`config.mk`:
```
export PLATFORM = sky130hd
export DESIGN_NAME = local_bus_master_arbitration
export DESIGN_NICKNAME = d
export VERILOG_FILES = /design/src/verilog/local_bus_pkg.sv /design/src/verilog/local_bus_master_arbitration.sv
export VERILOG_INCLUDE_DIRS = /design/src /design/src/verilog
export SDC_FILE = /design/constraint.sdc
export NUM_CORES = 1
export LEC_CHECK = 0
export ABC_AREA = 0
export BUFFER_PORTS_ARGS = -buffer_cell sky130_fd_sc_hd__buf_4
export CORE_MARGIN = 1.5
export CORE_UTILIZATION = 40
export DETAILED_ROUTE_END_ITERATION = 6
export HOLD_SLACK_MARGIN = 0.15
export PLACE_DENSITY_LB_ADDON = 0.12
export SLEW_MARGIN = 15
export SYNTH_ARGS = -nofsm -noshare
export SYNTH_HDL_FRONTEND = slang
export SYNTH_SLANG_ARGS = --single-unit
```
`constraint.sdc`:
```
create_clock -name sys_clk -period 2.94 [get_ports sys_clk]
set_input_delay 0.147 -clock sys_clk [delete_from_list [all_inputs] [get_ports sys_clk]]
set_output_delay 0.147 -clock sys_clk [all_outputs]
set_load 0.1 [all_outputs]
```
`src/verilog/local_bus_consts.svh`:
```
// register offsets, field positions, reset values and counts of the bus sequencer
// assumes a 32-bit apb slave with byte addresses on word boundaries
`ifndef LOCAL_BUS_CONSTS_SVH
`define LOCAL_BUS_CONSTS_SVH
`define OFS_CTRL 8'h00
`define OFS_ADDR 8'h04
`define OFS_WDATA 8'h08
`define OFS_BYTEEN 8'h0c
`define OFS_STRETCH 8'h10
`define OFS_STATUS 8'h14
`define OFS_RDATA 8'h18
`define CTRL_GO 0
`define CTRL_WRITE 1
`define ST_BUSY 0
`define ST_DONE 1
`define ST_ABORT 2
`define ST_STYLE 3
`define ST_FAST 4
`define STR_ADDR_LSB 0
`define STR_DATA_LSB 8
`define STR_GAP_LSB 16
`define STRETCH_W 8
`define RST_STRETCH 24'h000000
`define RST_BYTEEN 4'hf
`endif

```
`src/verilog/local_bus_pkg.sv`:
```
// types shared by the expansion bus sequencer
// assumes the constants header alongside
package local_bus_pkg;
	typedef enum logic [3:0] {IDLE, REQ, CMD, ADDR, ALE, AHOLD, DATA, STRB, DHOLD, PARK,
		GAP} state_type;
	typedef struct packed {
		logic busRequest;
		logic grantAckN;
		logic addrStrobe;
		logic readCtl;
		logic writeCtl;
		logic [3:0] expansionByteEnables;
		logic cmdOe;
		logic [31:0] muxedAddrDataOut;
		logic muxedAddrDataOe;
	} pins_type;
endpackage : local_bus_pkg

```
`src/verilog/local_bus_master_arbitration.sv`:
```
// expansion bus master: apb registers, arbitration and one read or write per go
// assumes grant and read data arrive asynchronously; style and clock select are static
// Operation
// expansion clock is host clock, or half of it when fast select is 1
// no request and no grant: every shared bus line floats
// only the external arbiter drives grant, answering our request
// latch style: byte enables and strobes valid one cycle after grant
// address driven on muxed lines two cycles after grant
// latch style: address latch strobe three cycles after request and grant
// address stretch lengthens strobe high pulse and address interval
// address stays valid one cycle after the address strobe falls
// latch style write: data one cycle before write strobe; reads float
// data stretch lengthens read, write or data strobe low pulse
// read data sampled at the edge the strobe deasserts
// latch style: write data and enables held one cycle after strobe
// latch style: request dropped and bus parked one cycle after strobe
// float one cycle after grant drop; else park until next request
// grant withdrawal floats the bus next cycle, transfer never retried
// gap stretch lengthens the request-inactive interval
// strobe style: enables, strobes and read-select valid one cycle after grant; read-select only goes low for writes two cycles after grant
// strobe style: grant acknowledge three cycles after request and grant
// strobe style write: read-select low and data one cycle before data strobe
// strobe style: data, enables, read-select held one cycle after strobe
// request dropped and bus parked one cycle after acknowledge drops
// strobe style chosen by a static input, caught at reset release
// stretch settings are unsigned counts, zero adds nothing
`timescale 1ns/1ps
`include "local_bus_consts.svh"
module local_bus_master_arbitration (
	// clock and reset
	input wire logic sys_clk,
	input wire logic nrst,
	// apb slave
	input wire logic psel,
	input wire logic penable,
	input wire logic pwrite,
	input wire logic [7:0] paddr,
	input wire logic [31:0] pwdata,
	output logic [31:0] prdata,
	output logic pready,
	output logic pslverr,
	// static configuration
	input wire logic strobeStyle,
	input wire logic fastHostClockSelect,
	// expansion bus
	input wire logic arbitrationGrant,
	input wire logic [31:0] muxedAddrDataIn,
	output logic expansionClockOut,
	output local_bus_pkg::pins_type busPins
);
	// ****************************************
	// configuration and clock
	// ****************************************
	logic cfgDone_reg;
	logic style_reg;
	logic fast_reg;
	logic [1:0] div_reg;
	logic expansion_clock_out_reg;
	logic toggle;
	logic tick;
	// straps caught on the first clock after release, never by the reset itself
	always_ff @(posedge sys_clk or negedge nrst) begin
		if (!nrst) begin
			cfgDone_reg <= 1'b0;
			style_reg <= 1'b0;
			fast_reg <= 1'b0;
		end else if (!cfgDone_reg) begin
			cfgDone_reg <= 1'b1;
			style_reg <= strobeStyle;
			fast_reg <= fastHostClockSelect;
		end
	end
	// host clock modelled as sys_clk/2, so the output stays a flop
	assign toggle = !fast_reg || div_reg[0];
	assign tick = toggle && !expansion_clock_out_reg && cfgDone_reg;
	always_ff @(posedge sys_clk or negedge nrst) begin
		if (!nrst) begin
			div_reg <= 2'h0;
			expansion_clock_out_reg <= 1'b0;
		end else begin
			div_reg <= div_reg + 2'h1;
			// held low until the straps are in, so the first half period is never short
			expansion_clock_out_reg <= expansion_clock_out_reg ^ (toggle && cfgDone_reg);
		end
	end
	assign expansionClockOut = expansion_clock_out_reg;
	// ****************************************
	// synchronisers
	// ****************************************
	logic grantMeta_reg;
	logic grantSync_reg;
	logic [31:0] dataMeta_reg;
	logic [31:0] dataSync_reg;
	logic grant;
	always_ff @(posedge sys_clk or negedge nrst) begin
		if (!nrst) begin
			grantMeta_reg <= 1'b0;
			grantSync_reg <= 1'b0;
			dataMeta_reg <= 32'h0;
			dataSync_reg <= 32'h0;
		end else begin
			grantMeta_reg <= arbitrationGrant;
			grantSync_reg <= grantMeta_reg;
			dataMeta_reg <= muxedAddrDataIn;
			dataSync_reg <= dataMeta_reg;
		end
	end
	// grant polarity follows the style: high in latch style, low in strobe style
	assign grant = style_reg ? !grantSync_reg : grantSync_reg;
	// ****************************************
	// registers
	// ****************************************
	logic write_reg;
	logic [31:0] addr_reg;
	logic [31:0] wdata_reg;
	logic [31:0] rdata_reg;
	logic [3:0] be_reg;
	logic [23:0] stretch_reg;
	logic pending_reg;
	logic done_reg;
	logic abort_reg;
	logic [31:0] prdata_reg;
	logic pready_reg;
	logic pslverr_reg;
	local_bus_pkg::state_type state_reg;
	local_bus_pkg::state_type state_next;
	logic busy;
	logic setup;
	logic wrEn;
	logic mapped;
	logic goHit;
	logic clrHit;
	logic doneSet;
	logic abortSet;
	logic [7:0] addrStretch;
	logic [7:0] dataStretch;
	logic [7:0] gapStretch;
	logic [31:0] readMux;
	assign busy = pending_reg || (state_reg != local_bus_pkg::IDLE);
	assign setup = psel && !penable;
	assign wrEn = psel && penable && pready_reg && pwrite && !pslverr_reg;
	assign mapped = (paddr <= `OFS_RDATA) && (paddr[1:0] == 2'h0);
	assign goHit = wrEn && (paddr == `OFS_CTRL) && pwdata[`CTRL_GO] && !busy;
	assign clrHit = wrEn && (paddr == `OFS_STATUS);
	// plain unsigned counts, zero leaves a phase at its base length
	assign addrStretch = stretch_reg[`STR_ADDR_LSB +: `STRETCH_W];
	assign dataStretch = stretch_reg[`STR_DATA_LSB +: `STRETCH_W];
	assign gapStretch = stretch_reg[`STR_GAP_LSB +: `STRETCH_W];
	assign readMux = (paddr == `OFS_CTRL) ? {30'h0, write_reg, 1'b0} :
		(paddr == `OFS_ADDR) ? addr_reg :
		(paddr == `OFS_WDATA) ? wdata_reg :
		(paddr == `OFS_BYTEEN) ? {28'h0, be_reg} :
		(paddr == `OFS_STRETCH) ? {8'h0, stretch_reg} :
		(paddr == `OFS_STATUS) ? {27'h0, fast_reg, style_reg, abort_reg, done_reg, busy} :
		rdata_reg;
	// no wait state: read data is a flop loaded in the setup cycle
	always_ff @(posedge sys_clk or negedge nrst) begin
		if (!nrst) begin
			prdata_reg <= 32'h0;
			pready_reg <= 1'b0;
			pslverr_reg <= 1'b0;
		end else begin
			pready_reg <= setup;
			pslverr_reg <= setup && !mapped;
			prdata_reg <= (setup && mapped && !pwrite) ? readMux : 32'h0;
		end
	end
	assign prdata = prdata_reg;
	assign pready = pready_reg;
	assign pslverr = pslverr_reg;
	always_ff @(posedge sys_clk or negedge nrst) begin
		if (!nrst) begin
			write_reg <= 1'b0;
			addr_reg <= 32'h0;
			wdata_reg <= 32'h0;
			be_reg <= `RST_BYTEEN;
			stretch_reg <= `RST_STRETCH;
		end else if (wrEn && !busy) begin
			if (paddr == `OFS_CTRL)
				write_reg <= pwdata[`CTRL_WRITE];
			if (paddr == `OFS_ADDR)
				addr_reg <= pwdata;
			if (paddr == `OFS_WDATA)
				wdata_reg <= pwdata;
			if (paddr == `OFS_BYTEEN)
				be_reg <= pwdata[3:0];
			if (paddr == `OFS_STRETCH)
				stretch_reg <= pwdata[23:0];
		end
	end
	// sticky flags: a hardware set wins over a write-one clear
	always_ff @(posedge sys_clk or negedge nrst) begin
		if (!nrst) begin
			done_reg <= 1'b0;
			abort_reg <= 1'b0;
		end else begin
			done_reg <= doneSet || (done_reg && !(clrHit && pwdata[`ST_DONE]));
			abort_reg <= abortSet || (abort_reg && !(clrHit && pwdata[`ST_ABORT]));
		end
	end
	// ****************************************
	// sequencer
	// ****************************************
	logic owns_reg;
	logic owns_next;
	logic [7:0] cnt_reg;
	logic [7:0] gap_reg;
	logic midXfer;
	logic lost;
	logic gapDone;
	logic leaveStrb;
	logic [1:0] capture_reg;
	local_bus_pkg::pins_type pins_reg;
	local_bus_pkg::pins_type pins_next;
	assign midXfer = (state_reg >= local_bus_pkg::CMD) && (state_reg <= local_bus_pkg::DHOLD);
	assign lost = owns_reg && !grant;
	assign gapDone = gap_reg >= gapStretch;
	assign leaveStrb = (state_reg == local_bus_pkg::STRB) && (cnt_reg == dataStretch);
	assign doneSet = tick && (state_reg == local_bus_pkg::DHOLD) && !lost;
	assign abortSet = tick && lost && midXfer;
	always_comb begin
		state_next = state_reg;
		owns_next = owns_reg;
		if (lost) begin
			// give up the bus at once, the transfer is dropped
			state_next = local_bus_pkg::GAP;
			owns_next = 1'b0;
		end else begin
			unique case (state_reg)
				local_bus_pkg::IDLE: if (pending_reg) state_next = local_bus_pkg::REQ;
				local_bus_pkg::REQ: if (grant) begin
					state_next = local_bus_pkg::CMD;
					owns_next = 1'b1;
				end
				local_bus_pkg::CMD: state_next = local_bus_pkg::ADDR;
				local_bus_pkg::ADDR: state_next = local_bus_pkg::ALE;
				local_bus_pkg::ALE: if (cnt_reg == addrStretch) state_next = local_bus_pkg::AHOLD;
				local_bus_pkg::AHOLD: state_next = local_bus_pkg::DATA;
				local_bus_pkg::DATA: state_next = local_bus_pkg::STRB;
				local_bus_pkg::STRB: if (leaveStrb) state_next = local_bus_pkg::DHOLD;
				local_bus_pkg::DHOLD: state_next = local_bus_pkg::PARK;
				local_bus_pkg::PARK: if (pending_reg && gapDone) state_next = local_bus_pkg::REQ;
				local_bus_pkg::GAP: if (gapDone) state_next = local_bus_pkg::IDLE;
			endcase
		end
	end
	always_ff @(posedge sys_clk or negedge nrst) begin
		if (!nrst) begin
			state_reg <= local_bus_pkg::IDLE;
			owns_reg <= 1'b0;
			cnt_reg <= 8'h0;
			gap_reg <= 8'h0;
		end else if (tick) begin
			state_reg <= state_next;
			owns_reg <= owns_next;
			cnt_reg <= (state_next == state_reg) ? cnt_reg + 8'h1 : 8'h0;
			gap_reg <= (state_next != state_reg) ? 8'h0 : (gapDone ? gap_reg : gap_reg + 8'h1);
		end
	end
	always_ff @(posedge sys_clk or negedge nrst) begin
		if (!nrst) begin
			pending_reg <= 1'b0;
			rdata_reg <= 32'h0;
			capture_reg <= 2'h0;
		end else begin
			// pin value at the strobe edge reaches the second flop one clock later
			capture_reg <= {capture_reg[0], tick && leaveStrb && !write_reg && !lost};
			if (goHit)
				pending_reg <= 1'b1;
			else if (tick && !lost && state_next == local_bus_pkg::REQ
				&& state_reg != local_bus_pkg::REQ)
				pending_reg <= 1'b0;
			if (capture_reg[1])
				rdata_reg <= dataSync_reg;
		end
	end
	// ****************************************
	// pin values, registered with the state
	// ****************************************
	logic nReq;
	logic nAddr;
	logic nData;
	logic nStrb;
	logic nAck;
	logic nRwSpan;
	assign nReq = (state_next >= local_bus_pkg::REQ) && (state_next <= local_bus_pkg::DHOLD);
	assign nAddr = (state_next >= local_bus_pkg::ADDR) && (state_next <= local_bus_pkg::AHOLD);
	assign nData = (state_next >= local_bus_pkg::DATA) && (state_next <= local_bus_pkg::DHOLD);
	assign nStrb = state_next == local_bus_pkg::STRB;
	assign nAck = (state_next >= local_bus_pkg::ALE) && (state_next <= local_bus_pkg::STRB);
	assign nRwSpan = (state_next >= local_bus_pkg::ADDR) && (state_next <= local_bus_pkg::DHOLD);
	always_comb begin
		pins_next.busRequest = style_reg ? !nReq : nReq;
		pins_next.grantAckN = !(style_reg && nAck);
		pins_next.addrStrobe = state_next == local_bus_pkg::ALE;
		// latch style: read strobe; strobe style: read-select, low for writes
		pins_next.readCtl = style_reg ? !(nRwSpan && write_reg) : !(nStrb && !write_reg);
		pins_next.writeCtl = style_reg ? !nStrb : !(nStrb && write_reg);
		pins_next.expansionByteEnables = be_reg;
		pins_next.cmdOe = owns_next;
		pins_next.muxedAddrDataOut = nAddr ? addr_reg : (nData ? wdata_reg : 32'h0);
		pins_next.muxedAddrDataOe = owns_next && (nAddr || (nData && write_reg));
	end
	always_ff @(posedge sys_clk or negedge nrst) begin
		if (!nrst)
			pins_reg <= '{busRequest: 1'b0, grantAckN: 1'b1, readCtl: 1'b1, writeCtl: 1'b1,
				expansionByteEnables: 4'h0, muxedAddrDataOut: 32'h0, default: 1'b0};
		else if (tick)
			pins_reg <= pins_next;
	end
	assign busPins = pins_reg;
endmodule : local_bus_master_arbitration

```
==> reports/qor.yml, run 1 <==
outcome:
  status: "completed"
floorplan:
  core_area_mm2: 0.0305
  row_count: 64
  initial_utilization: 0.405
  die_area_mm2: 0.0319
  die_h_um: 179
  die_w_um: 179
  pin_count: 158
critical_path:
  end_kind: "flop"
  worstPathArrival_ns: 3.26
  crit_path_cell_trace: "nand2b_1, or3_4, o31a_1, o31a_1, buf_4, o21a_1, mux2i_2, nor2_2, buf_12, a221o_1"
  startpoint_type: "flop"
  max_stage_delay_ns: 0.49
  cp_data_required_time_ns: 3.37
  crit_slowest_cell: "dfrtp_1"
  r2r-start: "state_reg[2]"
  worstSetupPathType: "reg -> reg"
  critPathLaunch: "state_reg[2]"
  cp_max_fo: 17
  path_common_cell: "o31a_1"
logic_synthesis:
  yosys_warnings: 0
  avgSynthCellArea_um2: 12.3
  synth-edff-count: 0
  syn_area_mm2: 0.0123
  ys_seq_area_frac: 0.605
  synthesis.nets: 1093
  ys_types: 59
  ys.flop_type: "dfrtp_1"
  async_flop_share: 1.00
  ys_seq_elements: 298
  synthCells: 1003
cells_and_area:
  drive_gt1_frac: 0.334
  final_cells: 1691
  n_antenna_cell: 0
  multi_input_area_mm2: 0.00456
  fillerInstances: 2671
  final_common_cell: "dfrtp_1"
  nNetsFinal: 1363
  finalInstanceArea_mm2: 0.0162
  utilization: 0.532
  seq_area_mm2: 0.00747
  area_growth_pct: 31.4
  largest_reg_flops: 42
  final_cell_mix: "291 x dfrtp_1, 219 x buf_4, 122 x mux2_2"
sta:
  tightestPinTransition_ns: 0.887
  drv_slew: 0
  post-route-min-period_ns: 2.83
  finalSetupViolCount: 0
  slew_headroom: 0.408
  setup_slack_ns: 0.114
  grt_setup_unrepaired: "no"
  hold_ws_ns: 0.146
  finalHoldViolCount: 0
  fmax_ghz: 0.354
  fin_skew_ns: 0.0134
  period_share: 0.961
cts:
  clockRootBuffer: "clkbuf_16"
  cts.clk_slew.worst_paths_ns: 0.06
  cts-buffers-inserted: 31
  cts-htree-levels: 1
  clkLatencyLatePin_ns: 0.56
  cts_tree: "done"
  cts.sinks: 298
  clockBufferDepth: 3
global_routing:
  antenna_found_initial: 0
  grt.total_usage: 0.222
  grt_max_degree: 67
  grt_pass1_vias: 9292
  grt-ovfl-total: 0
  grt_first_pass_wirelength_um: 54000
place:
  port-buffer-count: 157
  dpl-instance-area_mm2: 0.0144
  dp_hpwl_um: 23000
  preCtsSetupSlack_ns: -0.0865
  place.gp.congestion: 0.901
  dp.cells: 1559
hold_path:
  hold_path.class: "in -> async"
routing:
  via_count: 9038
  routed_wl_um: 34400
  wire_per_inst_um: 20.4
  drc: 0
  drtPass1Iterations: 5
  drt_iter0_markers: 569
  drtAntennaViolNets: 0
  via_per_inst: 5.34
run:
  maxCapViolCount: 0
power:
  peakVddDrop_uv: 441
  p_leak_nw: 8.04
  power_density_mw_per_mm2: 689
-- cells in the mapped netlist, types with 5 or more instances --
library cell    n  share of area
nor3_1         39          0.016
xnor2_1        14         0.0099
nand3_1        18         0.0073
xor2_1         11         0.0078
o21ai_0        34          0.014
a22o_1         18          0.013
o211ai_1        6         0.0036
a21oi_1        23         0.0093
and3_1         44          0.022
buf_1           9         0.0027
a221o_1        32          0.026
mux2_2        122           0.11
a21o_1          6         0.0036
buf_2           9         0.0036
dfrtp_1       291           0.59
nand4_1         5         0.0025
o22ai_1         5         0.0025
nor2_1         66          0.020
ha_1           10          0.010
a311oi_1        9         0.0064
dfstp_2         7          0.015
clkbuf_1       45          0.014
nand2_1        75          0.023
mux2i_1         9         0.0073
inv_1          18         0.0055
a221oi_1       19          0.013
-- power by group --
| group | internal (mW) | leakage, nW | total, mW | switching [mW] |
|---|---|---|---|---|
| logic | 1.13 | 3.61 | 2.77 | 1.64 |
| registers | 4.27 | 3.91 | 4.40 | 0.131 |
| clock network | 2.40 | 0.523 | 4.02 | 1.62 |
-- what timing repair did --
item                       CTS  global route
pin swaps                    0             1
gates resized for setup      1             5
hold endpoints to repair   398             0
buffers inserted             0             2
setup endpoints to repair   32            38
hold buffers                75             0
-- metrics by stage --
step	power, mW	TNS (ns)
after floorplan	5.97	0
after global placement	7.06	-0.160
after detailed placement	7.06	-2.43
after CTS	11.2	0
after global routing	11.7	0
final	11.2	0
-- critical path: cells and delay by family, from the launching register on --
family          cells  cell delay, ns
compound gates      4            0.89
simple gates        3            0.72
flops               1            0.49
buf+inv             2            0.36
mux                 1            0.25
-- final cells by class --
class,instances,share of cell area
Multi-Input combinational cell,619,0.281
Inverter,19,0.00440
Clock inverter,15,0.0115
Tap cell,396,0.0305
Timing Repair Buffer,304,0.159
Sequential cell,298,0.460
Clock buffer,40,0.0530
-- path summary, 6_finish.rpt --
kind                                    end  slack (ns)  depth (start not counted)
hold / removal                  busPins[34]        0.15                          2
min in group sys_clk               done_reg        0.17                          6
hold reg to reg            dataSync_reg[10]        0.34                          0
setup reg to reg                 busPins[6]        0.11                         10
setup / recovery                 busPins[6]        0.11                         10
max in group asynchronous        busPins[1]        1.91                          3
-- cells by family after synthesis --
| logic type | Yosys count | synth area share |
|---|---|---|
| and+or+nand+nor | 276 | 0.109 |
| adders and majority gates | 10 | 0.0101 |
| buffers and inverters | 86 | 0.0289 |
| muxes | 131 | 0.119 |
| other | 1 | 0.000304 |
| AOI/OAI and AO/OA | 176 | 0.110 |
| xor gates and xnor gates | 25 | 0.0177 |
| DFF | 298 | 0.605 |
-- per-layer routing --
metal  up-vias  wire (um)  track usage
met5         -          0            0
met4         0        607       0.0455
met3        38       1690       0.0265
met2       239      16500        0.363
met1      4605      15600        0.320
li1       4156          -            -
No activity file was read; power rests on OpenSTA's default activity.
==> run 2: changes to the inputs <==
--- a/config.mk
+++ b/config.mk
@@ -7,10 +7,11 @@
 export NUM_CORES = 1
 export LEC_CHECK = 0
 export ABC_AREA = 0
-export BUFFER_PORTS_ARGS = -buffer_cell sky130_fd_sc_hd__buf_4
 export CORE_MARGIN = 1.5
 export CORE_UTILIZATION = 40
+export CTS_BUF_LIST = sky130_fd_sc_hd__clkbuf_2 sky130_fd_sc_hd__clkbuf_4 sky130_fd_sc_hd__clkbuf_8
 export DETAILED_ROUTE_END_ITERATION = 6
+export DONT_BUFFER_PORTS = 1
 export HOLD_SLACK_MARGIN = 0.15
 export PLACE_DENSITY_LB_ADDON = 0.12
 export SLEW_MARGIN = 15
==> run 2 against run 1 <==
  * The run now ends with negative hold slack left
  * Global-route usage about the same
  * Worst hold slack worse by 0.84 ns
  * Sequential share of layout area rose by 1.9 points
  * Routed wire length increased by 1.3%
  * Critical path depth increased by 2
  * Critical endpoint is now cnt_reg[7]
  * Clock skew rose by 0.0079 ns
  * Non-clock buffer count fell by 104
  * Clock power down 1%
==> reports/qor.yml, run 2 (synthesized netlist as in run 1, its figures left out) <==
sta:
  drv_slew: 0  # unchanged
  finalSetupViolCount: 0  # unchanged
  grt_setup_unrepaired: "yes"  # was no
  fmax_ghz: 0.351  # was 0.354 GHz
  tns_ns: 0  # unchanged
  tightestPinTransition_ns: 1.12  # was 0.887 ns
  period_share: 0.968  # was 0.961
  finalHoldViolCount: 297  # was 0
  hold_ws_ns: -0.697  # was 0.146 ns
  fin_skew_ns: 0.0212  # was 0.0134 ns
  post-route-min-period_ns: 2.85  # was 2.83 ns
  slew_headroom: 0.250  # was 0.408
global_routing:
  grt_pass1_vias: 8833  # was 9292
  antenna_found_initial: 0  # unchanged
  grt_max_degree: 299  # was 67
  grt-ovfl-total: 0  # unchanged
  grt.total_usage: 0.223  # was 0.222
  grt_first_pass_wirelength_um: 53500  # was 54000 um
cts:
  cts_tree: "done"  # unchanged
  cts-htree-levels: 2  # was 1
  cts.clk_slew.worst_paths_ns: 0.06  # about the same
  clockBufferDepth: 3  # unchanged
  ctsHoldBuffers: 110  # was 75
  clockRootBuffer: "clkbuf_8"  # was clkbuf_16
  clkLatencyLatePin_ns: 0.57  # was 0.56 ns
  cts.sinks: 298  # unchanged
  cts-buffers-inserted: 52  # was 31
place:
  port-buffer-count: 0  # was 157
  place.gp.congestion: 0.912  # was 0.901
  dp_hpwl_um: 22100  # was 23000 um
critical_path:
  cp_max_fo: 5  # was 17
  startpoint_type: "flop"  # unchanged
  worstSetupPathType: "reg -> reg"  # unchanged
  crit_path_cell_trace: "inv_2, ha_4, nor2b_1, o211ai_1, a311oi_4, nor3_2, buf_4, o21ai_4, a2111oi_4, clkbuf_16, nand2_4, o311ai_4"  # was nand2b_1, or3_4, o31a_1, o31a_1, buf_4, o21a_1, mux2i_2, nor2_2, buf_12, a221o_1
  max_stage_delay_ns: 0.44  # was 0.49 ns
  crit_slowest_cell: "a2111oi_4"  # was dfrtp_1
  cp_data_required_time_ns: 3.41  # was 3.37 ns
  worstPathArrival_ns: 3.32  # was 3.26 ns
  path_buf_inv: 3  # was 2
  cpLargestDelayFamily: "compound AO/OA/AOI/OAI gates"  # unchanged
  end_kind: "flop"  # unchanged
routing:
  wire_per_inst_um: 21.5  # was 20.4 um
  drtAntennaViolNets: 0  # unchanged
  drtPass1Iterations: 5  # unchanged
  via_per_inst: 5.37  # was 5.34
  via_count: 8706  # was 9038
  drc: 0  # unchanged
  drt_iter0_markers: 490  # was 569
  routed_wl_um: 34900  # was 34400 um
outcome:
  violations: "negative hold slack"
  status: "complete, but fails checks"  # was completed
power:
  power_mw: 11.2  # about the same
  power_density_mw_per_mm2: 718  # was 689 mW/mm2
  p_leak_nw: 7.55  # was 8.04 nW
  pwr-share-seq: 0.402  # was 0.393
  intPower_mw: 7.76  # was 7.79 mW
  clkPwrFrac: 0.355  # was 0.360
  switching_share: 0.307  # was 0.303
  peakVddDrop_uv: 389  # was 441 uV
  switchingPower_mw: 3.44  # was 3.39 mW
  combPwrFrac: 0.243  # was 0.247
hold_path:
  hold_path.class: "in -> async"  # unchanged
cells_and_area:
  drive_gt1_frac: 0.276  # was 0.334
  multi_input_area_mm2: 0.00463  # was 0.00456 mm2
  nNetsFinal: 1280  # was 1363
  fillerInstances: 2698  # was 2671
  area_growth_pct: 26.3  # was 31.4%
  largest_reg_flops: 42  # unchanged
  seq_area_mm2: 0.00747  # unchanged
  final_common_cell: "dfrtp_1"  # unchanged
  n_antenna_cell: 0  # unchanged
  final_cell_mix: "291 x dfrtp_1, 122 x mux2_2, 110 x dlygate4sd3_1"  # was 291 x dfrtp_1, 219 x buf_4, 122 x mux2_2
floorplan:
  die_h_um: 179  # unchanged
  die_area_mm2: 0.0319  # unchanged
  core_area_mm2: 0.0305  # unchanged
  die_w_um: 179  # unchanged
  initial_utilization: 0.405  # unchanged
  row_count: 64  # unchanged
  pin_count: 158  # unchanged
run:
  maxCapViolCount: 0  # unchanged
==> run 2: cell count changes in the layout (fill, tap and decap cells not counted), sizes merged <==
cell | before | now
bufinv | 4 | 1
clkinv | 10 | 4
buf | 229 | 89
clkbuf | 40 | 84
dlygate4sd3 | 75 | 110
==> run 2: worst paths after layout <==
kind,from,to,slack (ns),depth (start not counted)
max in group asynchronous,nrst,prdata[4],2.74,0
worst min-delay path,nrst,owns_reg,-0.70,0
worst max-delay path,stretch_reg[17],cnt_reg[7],0.09,12
worst min register to register,dataMeta_reg[17],dataSync_reg[17],0.34,0
worst max register to register,stretch_reg[17],cnt_reg[7],0.09,12
min in group sys_clk,paddr[7],done_reg,0.22,6
==> run 2: through the flow <==
stage	utilization	hold slack, ns	worst slack, ns	instances	area (um2)
after global routing	0.511	-0.748	-0.0543	1621	15600
after floorplan	-	-0.149	0.277	1003	12300
after global placement	0.435	-0.133	-0.0392	1416	13300
after detailed placement	0.435	-0.137	-0.0885	1416	13300
final	0.511	-0.697	0.0943	1621	15600
after CTS	0.507	-0.756	0.0573	1615	15500
==> run 2: layout make-up <==
| cell class | count | share of cell area |
|---|---|---|
| inverter | 19 | 0.00457 |
| timing repair buffer | 200 | 0.118 |
| sequential | 298 | 0.479 |
| tap | 396 | 0.0318 |
| clock inverter | 6 | 0.00393 |
| multi-input combinational | 619 | 0.297 |
| clock buffer | 83 | 0.0664 |
==> run 2: power groups by stage <==
| stage | Sequential (mW) | Combinational (mW) | Clock [mW] |
|---|---|---|---|
| after floorplan | 4.61 | 1.36 | 0 |
| after global placement | 4.57 | 2.36 | 0 |
| after detailed placement | 4.56 | 2.34 | 0 |
| after CTS | 4.49 | 2.48 | 4.10 |
| after global routing | 4.52 | 2.91 | 4.30 |
| final | 4.50 | 2.72 | 3.98 |
==> run 2: per-layer routing <==
metal | routed length [um] | GRT usage | vias up
met4 | 798 | 0.0649 | 0
li1 | - | - | 4015
met1 | 16000 | 0.312 | 4381
met2 | 16000 | 0.347 | 247
met5 | 0 | 0 | -
met3 | 2090 | 0.0503 | 63
==> run 2: repair_timing <==
item                       4_1_cts  5_1_grt
pin swaps                        0       10
setup endpoints to repair       35       39
cloned                           0        1
gates resized for setup          1       16
setup buffers                    0        5
hold endpoints to repair       463      298
